$ cat src/verilog/lock_detect_pkg.sv
// Constants, types and helpers for the lock detector and its pad control
// Summary of operation
// - Lock after coded count of consecutive in-window comparisons
// - Enable bit gates all detection, resets to one
// - Window type bit picks digital timer or one-shot
// - Digital window length coded in half lock-timer cycles
// - Pad enable zero disables the shared pin
// - Pad enable and pad mode keep pin driven
// - Otherwise release pin on foreign chip address
// - Either edge may lead; only difference matters
// - Lock flag always readable in status register
// - Pin carries serial data during register reads
package lock_detect_pkg;
    localparam logic [7:0] REG_LD_CFG = 8'h07;
    localparam logic [7:0] REG_AEN_CFG = 8'h08;
    localparam logic [7:0] REG_STATUS = 8'h12;
    localparam logic [23:0] LD_CFG_RESET = 24'h00014D;
    localparam logic [23:0] AEN_CFG_RESET = 24'hC1BEFF;
    localparam int CNT_CODE_LSB = 0;
    localparam int LD_ENABLE_BIT = 3;
    localparam int WIN_TYPE_BIT = 6;
    localparam int WIN_CODE_LSB = 7;
    localparam int PAD_EN_BIT = 5;
    localparam int HF_REF_BIT = 21;
    localparam int STATUS_LOCK_BIT = 1;
    localparam int CLK_PERIOD_NS = 5;
    localparam int ANALOG_WIN_NS = 10;
    // One-shot window rounds down, never below one cycle
    localparam int ANALOG_WIN_CYC_I = (ANALOG_WIN_NS / CLK_PERIOD_NS) < 1 ? 1
                                      : (ANALOG_WIN_NS / CLK_PERIOD_NS);
    localparam logic [7:0] ANALOG_WIN_CYC = 8'(ANALOG_WIN_CYC_I);

    typedef struct packed {
        logic enable;
        logic win_digital;
        logic [2:0] win_code;
        logic [2:0] cnt_code;
    } ld_cfg_t;

    typedef struct packed {
        logic out;
        logic oe;
    } pad_t;

    function automatic logic [16:0] wincnt_target(input logic [2:0] code);
        case (code)
            3'h0: wincnt_target = 17'h00005;
            3'h1: wincnt_target = 17'h00020;
            3'h2: wincnt_target = 17'h00060;
            3'h3: wincnt_target = 17'h00100;
            3'h4: wincnt_target = 17'h00200;
            3'h5: wincnt_target = 17'h00800;
            3'h6: wincnt_target = 17'h02000;
            default: wincnt_target = 17'h0FFFF;
        endcase
    endfunction : wincnt_target

    // Window in half lock-timer cycles: code 0 is one half, code n is 2^n halves
    function automatic logic [7:0] win_halves(input logic [2:0] code);
        win_halves = (code == 3'h0) ? 8'h01 : 8'(8'h01 << code);
    endfunction : win_halves

    function automatic ld_cfg_t decode_cfg(input logic [23:0] r);
        ld_cfg_t c;
        c.enable = r[LD_ENABLE_BIT];
        c.win_digital = r[WIN_TYPE_BIT];
        c.win_code = r[WIN_CODE_LSB +: 3];
        c.cnt_code = r[CNT_CODE_LSB +: 3];
        return c;
    endfunction : decode_cfg
endpackage : lock_detect_pkg

$ cat src/verilog/arrival_compare.sv
// Measures the arrival gap between reference and divided edges
`timescale 1ns/100ps
module arrival_compare
    import lock_detect_pkg::*;
(
    // Clock and reset
    input wire logic clk,
    input wire logic reset,
    // Edges and window
    input wire logic run,
    input wire logic ref_edge,
    input wire logic div_edge,
    input wire logic tick_en,
    input wire logic [7:0] limit,
    // Result
    output logic done_q,
    output logic in_win_q
);
    typedef enum logic {IDLE, WAIT} cmp_state_t;
    cmp_state_t state_q, state_d;
    logic ref_first_q, ref_first_d;
    logic [7:0] gap_q, gap_d;
    logic done_d, in_win_d;
    logic partner;

    always_comb begin
        state_d = state_q;
        ref_first_d = ref_first_q;
        gap_d = gap_q;
        done_d = 1'b0;
        in_win_d = in_win_q;
        partner = ref_first_q ? div_edge : ref_edge;
        case (state_q)
            IDLE: begin
                if (ref_edge && div_edge) begin
                    done_d = 1'b1;
                    in_win_d = 1'b1;
                end else if (ref_edge || div_edge) begin
                    // Whichever edge leads opens the window
                    state_d = WAIT;
                    ref_first_d = ref_edge;
                    // The entry tick counts, so a gap equal to the window is out
                    gap_d = tick_en ? 8'h01 : 8'h00;
                end
            end
            WAIT: begin
                if (partner) begin
                    done_d = 1'b1;
                    in_win_d = gap_q < limit;
                    state_d = IDLE;
                end else if (gap_q >= limit) begin
                    // Partner missed the window; a late partner reopens later
                    done_d = 1'b1;
                    in_win_d = 1'b0;
                    state_d = IDLE;
                end else if (tick_en) begin
                    gap_d = gap_q + 8'h01;
                end
            end
            default: state_d = IDLE;
        endcase
        if (!run) begin
            state_d = IDLE;
            done_d = 1'b0;
        end
    end

    always_ff @(posedge clk) begin
        if (reset) begin
            state_q <= IDLE;
            ref_first_q <= 1'b0;
            gap_q <= 8'h00;
            done_q <= 1'b0;
            in_win_q <= 1'b0;
        end else begin
            state_q <= state_d;
            ref_first_q <= ref_first_d;
            gap_q <= gap_d;
            done_q <= done_d;
            in_win_q <= in_win_d;
        end
    end

    no_result_idle_a: assert property (@(posedge clk) disable iff (reset)
        !run |=> !done_q) else $error("comparison reported while stopped");
    late_edge_out_a: assert property (@(posedge clk) disable iff (reset)
        (run && state_q == WAIT && !partner && gap_q >= limit) |=> done_q && !in_win_q)
        else $error("late partner not reported out of window");
endmodule : arrival_compare

$ cat src/verilog/pll_lock_detect_control.sv
// Lock detector, its configuration registers and shared pad control
`timescale 1ns/100ps
module pll_lock_detect_control
    import lock_detect_pkg::*;
#(
    parameter int LD_CLK_DIV = 4
)
(
    // Clock and reset
    input wire logic clk,
    input wire logic reset,
    // Phase detector edges, from outside the clock domain
    input wire logic ref_pin,
    input wire logic div_pin,
    // Register port from the serial interface
    input wire logic reg_wr_en,
    input wire logic reg_rd_en,
    input wire logic [7:0] reg_addr,
    input wire logic [23:0] reg_wdata,
    output logic [23:0] reg_rdata_q,
    output logic reg_rvalid_q,
    // Serial transaction state and pad mode
    input wire logic read_active,
    input wire logic sdo_bit,
    input wire logic xfer_active,
    input wire logic addr_mismatch,
    input wire logic pad_always_on,
    // Status and pad
    output logic lock_indicator_q,
    output logic hf_ref_q,
    output logic lock_or_serial_out_pin_q,
    output logic lock_or_serial_out_pin_oe_q
);
    if (LD_CLK_DIV < 2 || LD_CLK_DIV % 2 != 0 || LD_CLK_DIV > 256) begin : g_bad_div
        $error("LD_CLK_DIV must be even and within 2..256");
    end
    localparam int HALF_DIV = LD_CLK_DIV / 2;
    localparam logic [7:0] HALF_LAST = 8'(HALF_DIV - 1);

    // Edge inputs: two synchroniser stages, then a third for edge finding
    logic [2:0] ref_sync_q, div_sync_q;
    logic ref_edge, div_edge;
    always_ff @(posedge clk) begin
        if (reset) begin
            ref_sync_q <= 3'h0;
            div_sync_q <= 3'h0;
        end else begin
            ref_sync_q <= {ref_sync_q[1:0], ref_pin};
            div_sync_q <= {div_sync_q[1:0], div_pin};
        end
    end
    assign ref_edge = ref_sync_q[1] && !ref_sync_q[2];
    assign div_edge = div_sync_q[1] && !div_sync_q[2];

    // Configuration registers
    logic [23:0] ld_cfg_q, ld_cfg_d, aen_cfg_q, aen_cfg_d;
    logic [23:0] rdata_d;
    logic rvalid_d;
    ld_cfg_t cfg;
    always_comb begin
        ld_cfg_d = ld_cfg_q;
        aen_cfg_d = aen_cfg_q;
        // Every bit is stored, reserved ones included; only decoded fields act
        if (reg_wr_en && reg_addr == REG_LD_CFG) begin
            ld_cfg_d = reg_wdata;
        end
        if (reg_wr_en && reg_addr == REG_AEN_CFG) begin
            aen_cfg_d = reg_wdata;
        end
        rvalid_d = reg_rd_en;
        rdata_d = 24'h000000;
        if (reg_rd_en) begin
            case (reg_addr)
                REG_LD_CFG: rdata_d = ld_cfg_q;
                REG_AEN_CFG: rdata_d = aen_cfg_q;
                // Lock flag readable at any time
                REG_STATUS: rdata_d[STATUS_LOCK_BIT] = lock_indicator_q;
                default: rdata_d = 24'h000000;
            endcase
        end
    end
    assign cfg = decode_cfg(ld_cfg_q);

    always_ff @(posedge clk) begin
        if (reset) begin
            ld_cfg_q <= LD_CFG_RESET;
            aen_cfg_q <= AEN_CFG_RESET;
            reg_rdata_q <= 24'h000000;
            reg_rvalid_q <= 1'b0;
            hf_ref_q <= AEN_CFG_RESET[HF_REF_BIT];
        end else begin
            ld_cfg_q <= ld_cfg_d;
            aen_cfg_q <= aen_cfg_d;
            reg_rdata_q <= rdata_d;
            reg_rvalid_q <= rvalid_d;
            // Host keeps this set for references above 200 MHz
            hf_ref_q <= aen_cfg_d[HF_REF_BIT];
        end
    end

    // Lock-timer clock as a half-period enable from a divider
    logic [7:0] div_cnt_q, div_cnt_d;
    logic half_tick;
    always_comb begin
        half_tick = div_cnt_q == HALF_LAST;
        div_cnt_d = half_tick ? 8'h00 : div_cnt_q + 8'h01;
    end
    always_ff @(posedge clk) begin
        if (reset) begin
            div_cnt_q <= 8'h00;
        end else begin
            div_cnt_q <= div_cnt_d;
        end
    end

    // Window source: digital timer in half lock-timer cycles, or fixed one-shot
    logic tick_en;
    logic [7:0] win_limit;
    always_comb begin
        if (cfg.win_digital) begin
            tick_en = half_tick;
            win_limit = win_halves(cfg.win_code);
        end else begin
            tick_en = 1'b1;
            win_limit = ANALOG_WIN_CYC;
        end
    end

    logic cmp_done, cmp_in;
    arrival_compare u_compare (
        .clk(clk),
        .reset(reset),
        .run(cfg.enable),
        .ref_edge(ref_edge),
        .div_edge(div_edge),
        .tick_en(tick_en),
        .limit(win_limit),
        .done_q(cmp_done),
        .in_win_q(cmp_in)
    );

    // Consecutive in-window count and lock flag
    logic [16:0] run_cnt_q, run_cnt_d, target;
    logic lock_d;
    always_comb begin
        target = wincnt_target(cfg.cnt_code);
        run_cnt_d = run_cnt_q;
        lock_d = lock_indicator_q;
        if (!cfg.enable) begin
            run_cnt_d = 17'h00000;
            lock_d = 1'b0;
        end else if (cmp_done && cmp_in) begin
            if (run_cnt_q < target) begin
                run_cnt_d = run_cnt_q + 17'h00001;
            end
            if (run_cnt_q + 17'h00001 >= target) begin
                lock_d = 1'b1;
            end
        end else if (cmp_done) begin
            run_cnt_d = 17'h00000;
            lock_d = 1'b0;
        end
    end

    // Shared pad: serial data during reads, otherwise lock flag
    pad_t pad_d;
    always_comb begin
        pad_d.out = read_active ? sdo_bit : lock_d;
        if (!aen_cfg_q[PAD_EN_BIT]) begin
            pad_d.oe = 1'b0;
        end else if (pad_always_on) begin
            pad_d.oe = 1'b1;
        end else begin
            // Releasing on a foreign address lets parts share one serial bus
            pad_d.oe = !(xfer_active && addr_mismatch);
        end
    end

    always_ff @(posedge clk) begin
        if (reset) begin
            run_cnt_q <= 17'h00000;
            lock_indicator_q <= 1'b0;
            lock_or_serial_out_pin_q <= 1'b0;
            lock_or_serial_out_pin_oe_q <= 1'b0;
        end else begin
            run_cnt_q <= run_cnt_d;
            lock_indicator_q <= lock_d;
            lock_or_serial_out_pin_q <= pad_d.out;
            lock_or_serial_out_pin_oe_q <= pad_d.oe;
        end
    end

    lock_needs_count_a: assert property (@(posedge clk) disable iff (reset)
        $rose(lock_indicator_q) |-> $past(run_cnt_q) + 17'h00001 >= $past(target))
        else $error("lock declared before enough comparisons");
    disabled_no_lock_a: assert property (@(posedge clk) disable iff (reset)
        !cfg.enable |=> !lock_indicator_q && run_cnt_q == 17'h00000)
        else $error("lock present while detection disabled");
    miss_clears_lock_a: assert property (@(posedge clk) disable iff (reset)
        (cfg.enable && cmp_done && !cmp_in) |=> !lock_indicator_q && run_cnt_q == 17'h00000)
        else $error("out-of-window comparison kept lock");
    digital_limit_a: assert property (@(posedge clk) disable iff (reset)
        cfg.win_digital && cfg.win_code == 3'h7 |-> win_limit == 8'h80)
        else $error("digital window length wrong");
    analog_window_a: assert property (@(posedge clk) disable iff (reset)
        !cfg.win_digital |-> win_limit == ANALOG_WIN_CYC && tick_en)
        else $error("one-shot window not selected");
    pad_disabled_a: assert property (@(posedge clk) disable iff (reset)
        !aen_cfg_q[PAD_EN_BIT] |=> !lock_or_serial_out_pin_oe_q)
        else $error("pin driven while pad disabled");
    pad_always_on_a: assert property (@(posedge clk) disable iff (reset)
        aen_cfg_q[PAD_EN_BIT] && pad_always_on |=> lock_or_serial_out_pin_oe_q)
        else $error("pin released in always-on mode");
    pad_release_a: assert property (@(posedge clk) disable iff (reset)
        aen_cfg_q[PAD_EN_BIT] && !pad_always_on && xfer_active && addr_mismatch
        |=> !lock_or_serial_out_pin_oe_q)
        else $error("pin kept on foreign address");
    status_read_a: assert property (@(posedge clk) disable iff (reset)
        reg_rd_en && reg_addr == REG_STATUS
        |=> reg_rvalid_q && reg_rdata_q[STATUS_LOCK_BIT] == $past(lock_indicator_q))
        else $error("status read does not show lock flag");
    read_sdo_a: assert property (@(posedge clk) disable iff (reset)
        read_active |=> lock_or_serial_out_pin_q == $past(sdo_bit))
        else $error("pin not carrying serial data during read");
endmodule : pll_lock_detect_control

$ cat config.mk
export PLATFORM = sky130hd
export DESIGN_NAME = pll_lock_detect_control
export DESIGN_NICKNAME = d
export VERILOG_FILES = /design/src/verilog/lock_detect_pkg.sv /design/src/verilog/arrival_compare.sv /design/src/verilog/pll_lock_detect_control.sv
export SDC_FILE = /design/constraint.sdc
export NUM_CORES = 1
export LEC_CHECK = 0
export BUFFER_PORTS_ARGS = -buffer_cell sky130_fd_sc_hd__buf_2
export CORE_MARGIN = 2
export CORE_UTILIZATION = 55
export DETAILED_ROUTE_END_ITERATION = 7
export HOLD_SLACK_MARGIN = 0.1
export PLACE_DENSITY = 0.8
export SKIP_CTS_REPAIR_TIMING = 1
export SYNTH_ARGS = -nofsm -noshare
export SYNTH_HDL_FRONTEND = slang
export SYNTH_SLANG_ARGS = --single-unit
$ cat constraint.sdc
create_clock -name clk -period 4.4 [get_ports clk]
set_input_delay 0.22 -clock clk [delete_from_list [all_inputs] [get_ports clk]]
set_output_delay 0.22 -clock clk [all_outputs]
set_load 0.03 [all_outputs]
[Word-level counts from Yosys, hierarchy flattened]
Cells that the tools add are included.
Word-level totals
  bits in registers: 119
  input port bits: 43
Cells by class
  order comparisons: 4
  $add $sub $neg: 3
  muxes and demuxes: 37
  bitwise logic cells: 5
  equal/unequal tests: 18
  shift operators: 1
  reductions and logical operators: 22
Operators with widths (count)
  case mux 16 bit (7 select lines): 1
  2-to-1 mux 8 bit: 7
  2-to-1 mux 17 bit: 3
  case mux 22 bit (2 select lines): 1
  2-to-1 mux 1 bit: 19
  adder 17 x 1 -> 17 bit (second input constant): 1
  greater-or-equal comparator 17 bit: 1
  less-than comparator 17 bit: 1
  adder 8 x 1 -> 8 bit (second input constant): 2
  case mux 8 bit (2 select lines): 1
  == test 3 bit (second input constant): 3
  == test 8 x 1 -> 1 bit (second input constant): 1
  == test 8 x 3 -> 1 bit (second input constant): 1
  == test 8 x 4 -> 1 bit (second input constant): 1
  == test 8 x 5 -> 1 bit (second input constant): 1
  greater-or-equal comparator 8 bit: 1
  less-than comparator 8 bit: 1
  != test 2 x 1 -> 1 bit (second input constant): 4
  case mux 1 bit (2 select lines): 4
  OR reduction 2 bit: 4
  << shifter 1 x 3 -> 8 bit (first input constant): 1
  logical AND 1 bit: 7
  == test 3 x 2 -> 1 bit (second input constant): 2
  zero test 3 bit: 2
  11 further kinds: 20

[Depth between registers and ports, before layout]
  word-level depth: 7
  mapped depth: 12
  mapped depth without buffers: 12

[By module]
A second synthesis with hierarchy kept.
Unflattened totals
  cells, all modules: 696
  area, all modules: 5866.9 um2
By module, submodules not included
  pll_lock_detect_control: seq. area each 2142.1 um2, instances 1, cells an instance 591, area an instance 5007.3 um2
  arrival_compare: seq. area each 240.2 um2, instances 1, cells an instance 105, area an instance 859.6 um2

[Worst setup path before layout]
OpenSTA, ideal clock, no wires.
  path kind: flip-flop to flip-flop
  from: register ld_cfg_q[2]
  to: register run_cnt_q[13]
  data required time: 4.326 ns
  slack: 1.319 ns
  stages on the path, launching flop included: 11
  setup time: 0.074 ns
  arrival: 3.007 ns
  period minus slack after synthesis: 3.081 ns
  cells stage by stage: dfxtp_1 buf_2 nand3_1 ha_1 a21o_1 a211o_2 a41oi_1 nand3_2 buf_6 or4_1 a31oi_1
On the way
  cells in the longest elaborated chain, start to end: 5
  elaborated cells between the ends (all ways): 11
  classes of those cells: 1 x order compare; 7 x eq/ne; 1 x mux; 2 x reduce/logical
Ends and longest elaborated chain
  start, declared: RTL line pll_lock_detect_control.sv:56  | logic [23:0] ld_cfg_q, ld_cfg_d, aen_cfg_q, aen_cfg_d;
  start signal, assigned: RTL line pll_lock_detect_control.sv:92  | ld_cfg_q <= ld_cfg_d;
  == test 3 bit (tied with other cells): RTL line lock_detect_pkg.sv:46  | case (code)
  case mux 16 bit (7 select lines) (*): RTL line lock_detect_pkg.sv:46
  less-than comparator 17 bit (*): RTL line pll_lock_detect_control.sv:153  | if (run_cnt_q < target) begin
  != test 2 x 1 -> 1 bit (no source line) (*)
  AND reduction 2 bit (no source line) (*)
  end signal, assigned: RTL line pll_lock_detect_control.sv:186  | run_cnt_q <= run_cnt_d;
  end, declared: RTL line pll_lock_detect_control.sv:143  | logic [16:0] run_cnt_q, run_cnt_d, target;
Mark *: on every way between the ends. The rest lies on a longest branch, timed or not.
A chain may end at the register's enable or synchronous reset.

[Worst setup path in the final report]
  from: register run_cnt_q[0]
  to: register lock_or_serial_out_pin_q
On the way
  cells in the longest elaborated chain, start to end: 6
Ends and longest elaborated chain
  adder 17 x 1 -> 17 bit: RTL line pll_lock_detect_control.sv:156  | if (run_cnt_q + 17'h00001 >= target) begin
  greater-or-equal comparator 17 bit: RTL line pll_lock_detect_control.sv:156
  2-to-1 mux 1 bit: RTL line pll_lock_detect_control.sv:156
  2-to-1 mux 1 bit: RTL line pll_lock_detect_control.sv:152  | end else if (cmp_done && cmp_in) begin
  2-to-1 mux 1 bit: RTL line pll_lock_detect_control.sv:149  | if (!cfg.enable) begin
  2-to-1 mux 1 bit: RTL line pll_lock_detect_control.sv:168  | pad_d.out = read_active ? sdo_bit : lock_d;
  end signal, assigned: RTL line pll_lock_detect_control.sv:188  | lock_or_serial_out_pin_q <= pad_d.out;
  end, declared: RTL line pll_lock_detect_control.sv:31  | output logic lock_or_serial_out_pin_q,
No other way between the ends.

==> parameters.txt <==
Parameter                              Value

Run status
  Status    finished clean

GRT
  Total GRT Usage    26.4%
  Number of global-route vias before repair    5206
  Wire length of the first global-routing pass    23.8 mm
  Antenna violations before repair    0
  Remaining global-route overflow    0
  Pin count of the biggest net entering global routing    57

Layout
  Number of antenna cells inserted    0
  Area of the multi-input gates    3230 um2
  Share of final-layout standard cells stronger than drive strength 1    15.6%
  NumNets Final    862
  Filler cells    769
  Post-route standard cell area excluding fillers    7120 um2
  Signed area change from the synthesized netlist to the final layout    22.2%
  Sequential cell area    2380 um2

Min path
  Hold worst-path end    reg_rdata_q[16]
  Tightest Hold Check Type    in2reg
  Hold path startpoint    reg_addr[4]
  Number of cells on the worst hold path    4

Synth
  Combinational family with the most area after synthesis    simple AND/OR/NAND/NOR gates
  Post-synth ARST share    0%
  Synthesized net count    769
  Synthesized flop and latch total    119
  Most used flip-flop cell after synthesis    sky130_fd_sc_hd__dfxtp_1
  Sequential area share after synthesis    40.9%
  Post-synth top area share    40.9%
  Syn Area/Cell    8.53 um2
  Post-synthesis instance area    5830 um2
  Number of warnings printed during yosys synthesis    0
  Post-synthesis share of cell area spent on xor and xnor gates    3.61%
  Synthesized-area fraction occupied by ao, oa, aoi and oai cells    15.2%
  Arithmetic-cell share of the synthesized area counting full adders, half adders and majority gates    9.23%
  Cell taking the most area after synthesis    sky130_fd_sc_hd__dfxtp_1
  Cell count after synthesis    683
  Count of unique library cells instantiated by Yosys    62
  Synth top cells by count    128 x sky130_fd_sc_hd__nand2_1, 119 x sky130_fd_sc_hd__dfxtp_1, 52 x sky130_fd_sc_hd__nor2_1
  Number of enable flip-flop cells after synthesis    0
  Most instantiated library cell after synthesis    sky130_fd_sc_hd__nand2_1
  Basic-gate share of the synthesized area counting and, or, nand and nor cells    26.4%
  Ranking of synthesized cells by area    sky130_fd_sc_hd__dfxtp_1 41%, sky130_fd_sc_hd__ha_1 9.2%, sky130_fd_sc_hd__nand2_1 8.2%
  Multiplexer share of the synthesized area    0.880%

STA
  Fin crit share    87.3%
  Clock tree skew after final layout    6.92 ps
  Relative max-transition margin    21.5%
  Transition time of the tightest slew-check pin    1180 ps
  Final setup fails    0
  Number of hold violations in the final report    0
  Period minus WS final    3840 ps
  Fmax    0.260 GHz
  Hold Worst Slack    181 ps
  RSZ-0062 raised after global routing    false
  Total negative setup slack    0 ps
  Number of max-slew violations in the final report    0
  Worst-case setup margin in the final layout    560 ps

Detailed routing
  Average wire length per cell after detail routing    16.8 um
  Ratio of routed vias to standard cells    5.98
  DR pass1 iterations    6
  DRC violation total after the first TritonRoute iteration    413
  Final antenna-violating net count    0
  Via count    5526
  Total length of routed wires    15.6 mm
  DRC violations left    0

Placed design
  Total placed instance area    6230 um2
  Post-place setup slack    1020 ps
  Post-DP HPWL    10.1 mm
  Routability congestion estimate from global placement    0.957
  Number of buffers added on ports    71

Worst setup path
  Setup CP Type    reg2reg
  Type of destination of the critical path    register
  Data arrival at the endpoint of the critical path    4310 ps
  Worst R2R Start    run_cnt_q[0]
  Kind of start point of the critical path    register
  Required arrival time at the worst endpoint    4870 ps
  Reg-to-reg setup timing slack    560 ps
  Reg2reg end    lock_or_serial_out_pin_q
  Crit-path max FO    7
  Cell count of the worst reg-to-reg path    12

Clocking
  CTS Buf Count    17
  Max H-tree Level    4
  Clock latency of the later-clocked register in the worst-skew pair    520 ps
  CTS tree    yes
  Clock sink count    119
  Maximum buffer depth of the clock tree    2
  Clock root buffer master    sky130_fd_sc_hd__clkbuf_8
  Clock transition at path regs    60 ps

Floorplanning
  Die height    107 um
  Floorplan die area    11400 um2
  Core area    10300 um2
  Total number of placement rows    37
  Number of top-level pins    72
  Starting Density    56.5%
  Chip Width    107 um

Power
  Static leakage    3.00 nW
  Cell Pwr Density    353 nW/um2
  Peak supply drop    300 uV

Flow run
  MaxCap Viol Count    0
-- worst max-delay path by stage --
stage	slack [ps]	depth (start not counted)	to	startpoint
floorplan	1320	10	run_cnt_q[13]	ld_cfg_q[2]
global placement	1180	8	run_cnt_q[0]	ld_cfg_q[0]
detailed placement	1020	8	run_cnt_q[7]	ld_cfg_q[0]
CTS	990	8	run_cnt_q[2]	ld_cfg_q[1]
global route	450	12	lock_or_serial_out_pin_q	run_cnt_q[0]
finish	560	12	lock_or_serial_out_pin_q	run_cnt_q[0]
-- layer usage --
metal  part of all wire (%)  global-route usage, %  vias to the layer above
met5                      0                      0                        -
met4                    3.3                   12.5                        0
met3                    6.4                   6.81                       59
met2                     50                   45.4                      244
met1                     40                   30.6                     2618
li1                       -                      -                     2605
-- critical path, cell delays in order, from the launching register on --
cell	delay [ps]
sky130_fd_sc_hd__dfxtp_1	480
sky130_fd_sc_hd__ha_1	290
sky130_fd_sc_hd__nand3_1	240
sky130_fd_sc_hd__or2_2	430
sky130_fd_sc_hd__nor2_1	150
sky130_fd_sc_hd__xnor2_1	120
sky130_fd_sc_hd__ha_1	310
sky130_fd_sc_hd__nand4_1	130
sky130_fd_sc_hd__or4_1	570
sky130_fd_sc_hd__o2111ai_1	220
sky130_fd_sc_hd__a21oi_1	100
sky130_fd_sc_hd__o22ai_1	180
sky130_fd_sc_hd__dlygate4sd3_1	560
-- registers in the layout (all words and copies together) (netlist names), 3 cells and up --
name / count
aen_cfg_q: 24
div_cnt_q: 8
div_sync_q: 3
ld_cfg_q: 24
ref_sync_q: 3
reg_rdata_q: 24
run_cnt_q: 17
u_compare.gap_q: 8
-- placed cells by master, fill, tap and decap left out, types with 22 or more instances in the layout --
cell,instances
sky130_fd_sc_hd__dlygate4sd3_1,34
sky130_fd_sc_hd__nand3_1,24
sky130_fd_sc_hd__buf_2,71
sky130_fd_sc_hd__dfxtp_1,119
sky130_fd_sc_hd__a21oi_1,45
sky130_fd_sc_hd__nand2_1,128
sky130_fd_sc_hd__a22oi_1,23
sky130_fd_sc_hd__nor2_1,52
sky130_fd_sc_hd__nand3b_1,22
sky130_fd_sc_hd__ha_1,43
-- where the power goes --
group / total [W] / internal, W / leakage (nW) / switching, W
sequential: 0.00110 / 0.00109 / 0.962 / 0.0000121
clock: 0.00128 / 0.000765 / 0.268 / 0.000519
combinational: 0.000130 / 0.0000605 / 1.77 / 0.0000695
-- per-stage QoR --
step           utilization, %  total power [W]  cells
2_1_floorplan               -          0.00119    683
3_3_place_gp             60.4          0.00122    859
3_5_place_dp             60.4          0.00123    859
4_1_cts                  65.7          0.00250    890
5_1_grt                  69.0          0.00259    924
6_report                 69.0          0.00252    924
-- logic make-up (layout without fill, tap and decap cells) --
group | Yosys count | after routing
xor+xnor | 24 | 24
compound gates | 128 | 128
buf+inv | 51 | 156
fa+ha+maj | 43 | 43
flops | 119 | 119
simple gates | 313 | 313
mux | 5 | 5
-- layout make-up --
class	count	area share, %
tap	136	2.39
clock inverter	13	1.70
timing repair buffer	111	10.4
sequential	119	33.5
multi-input combinational	513	45.3
clock buffer	18	6.01
inverter	14	0.738
Power figures use the tool's default switching activity.
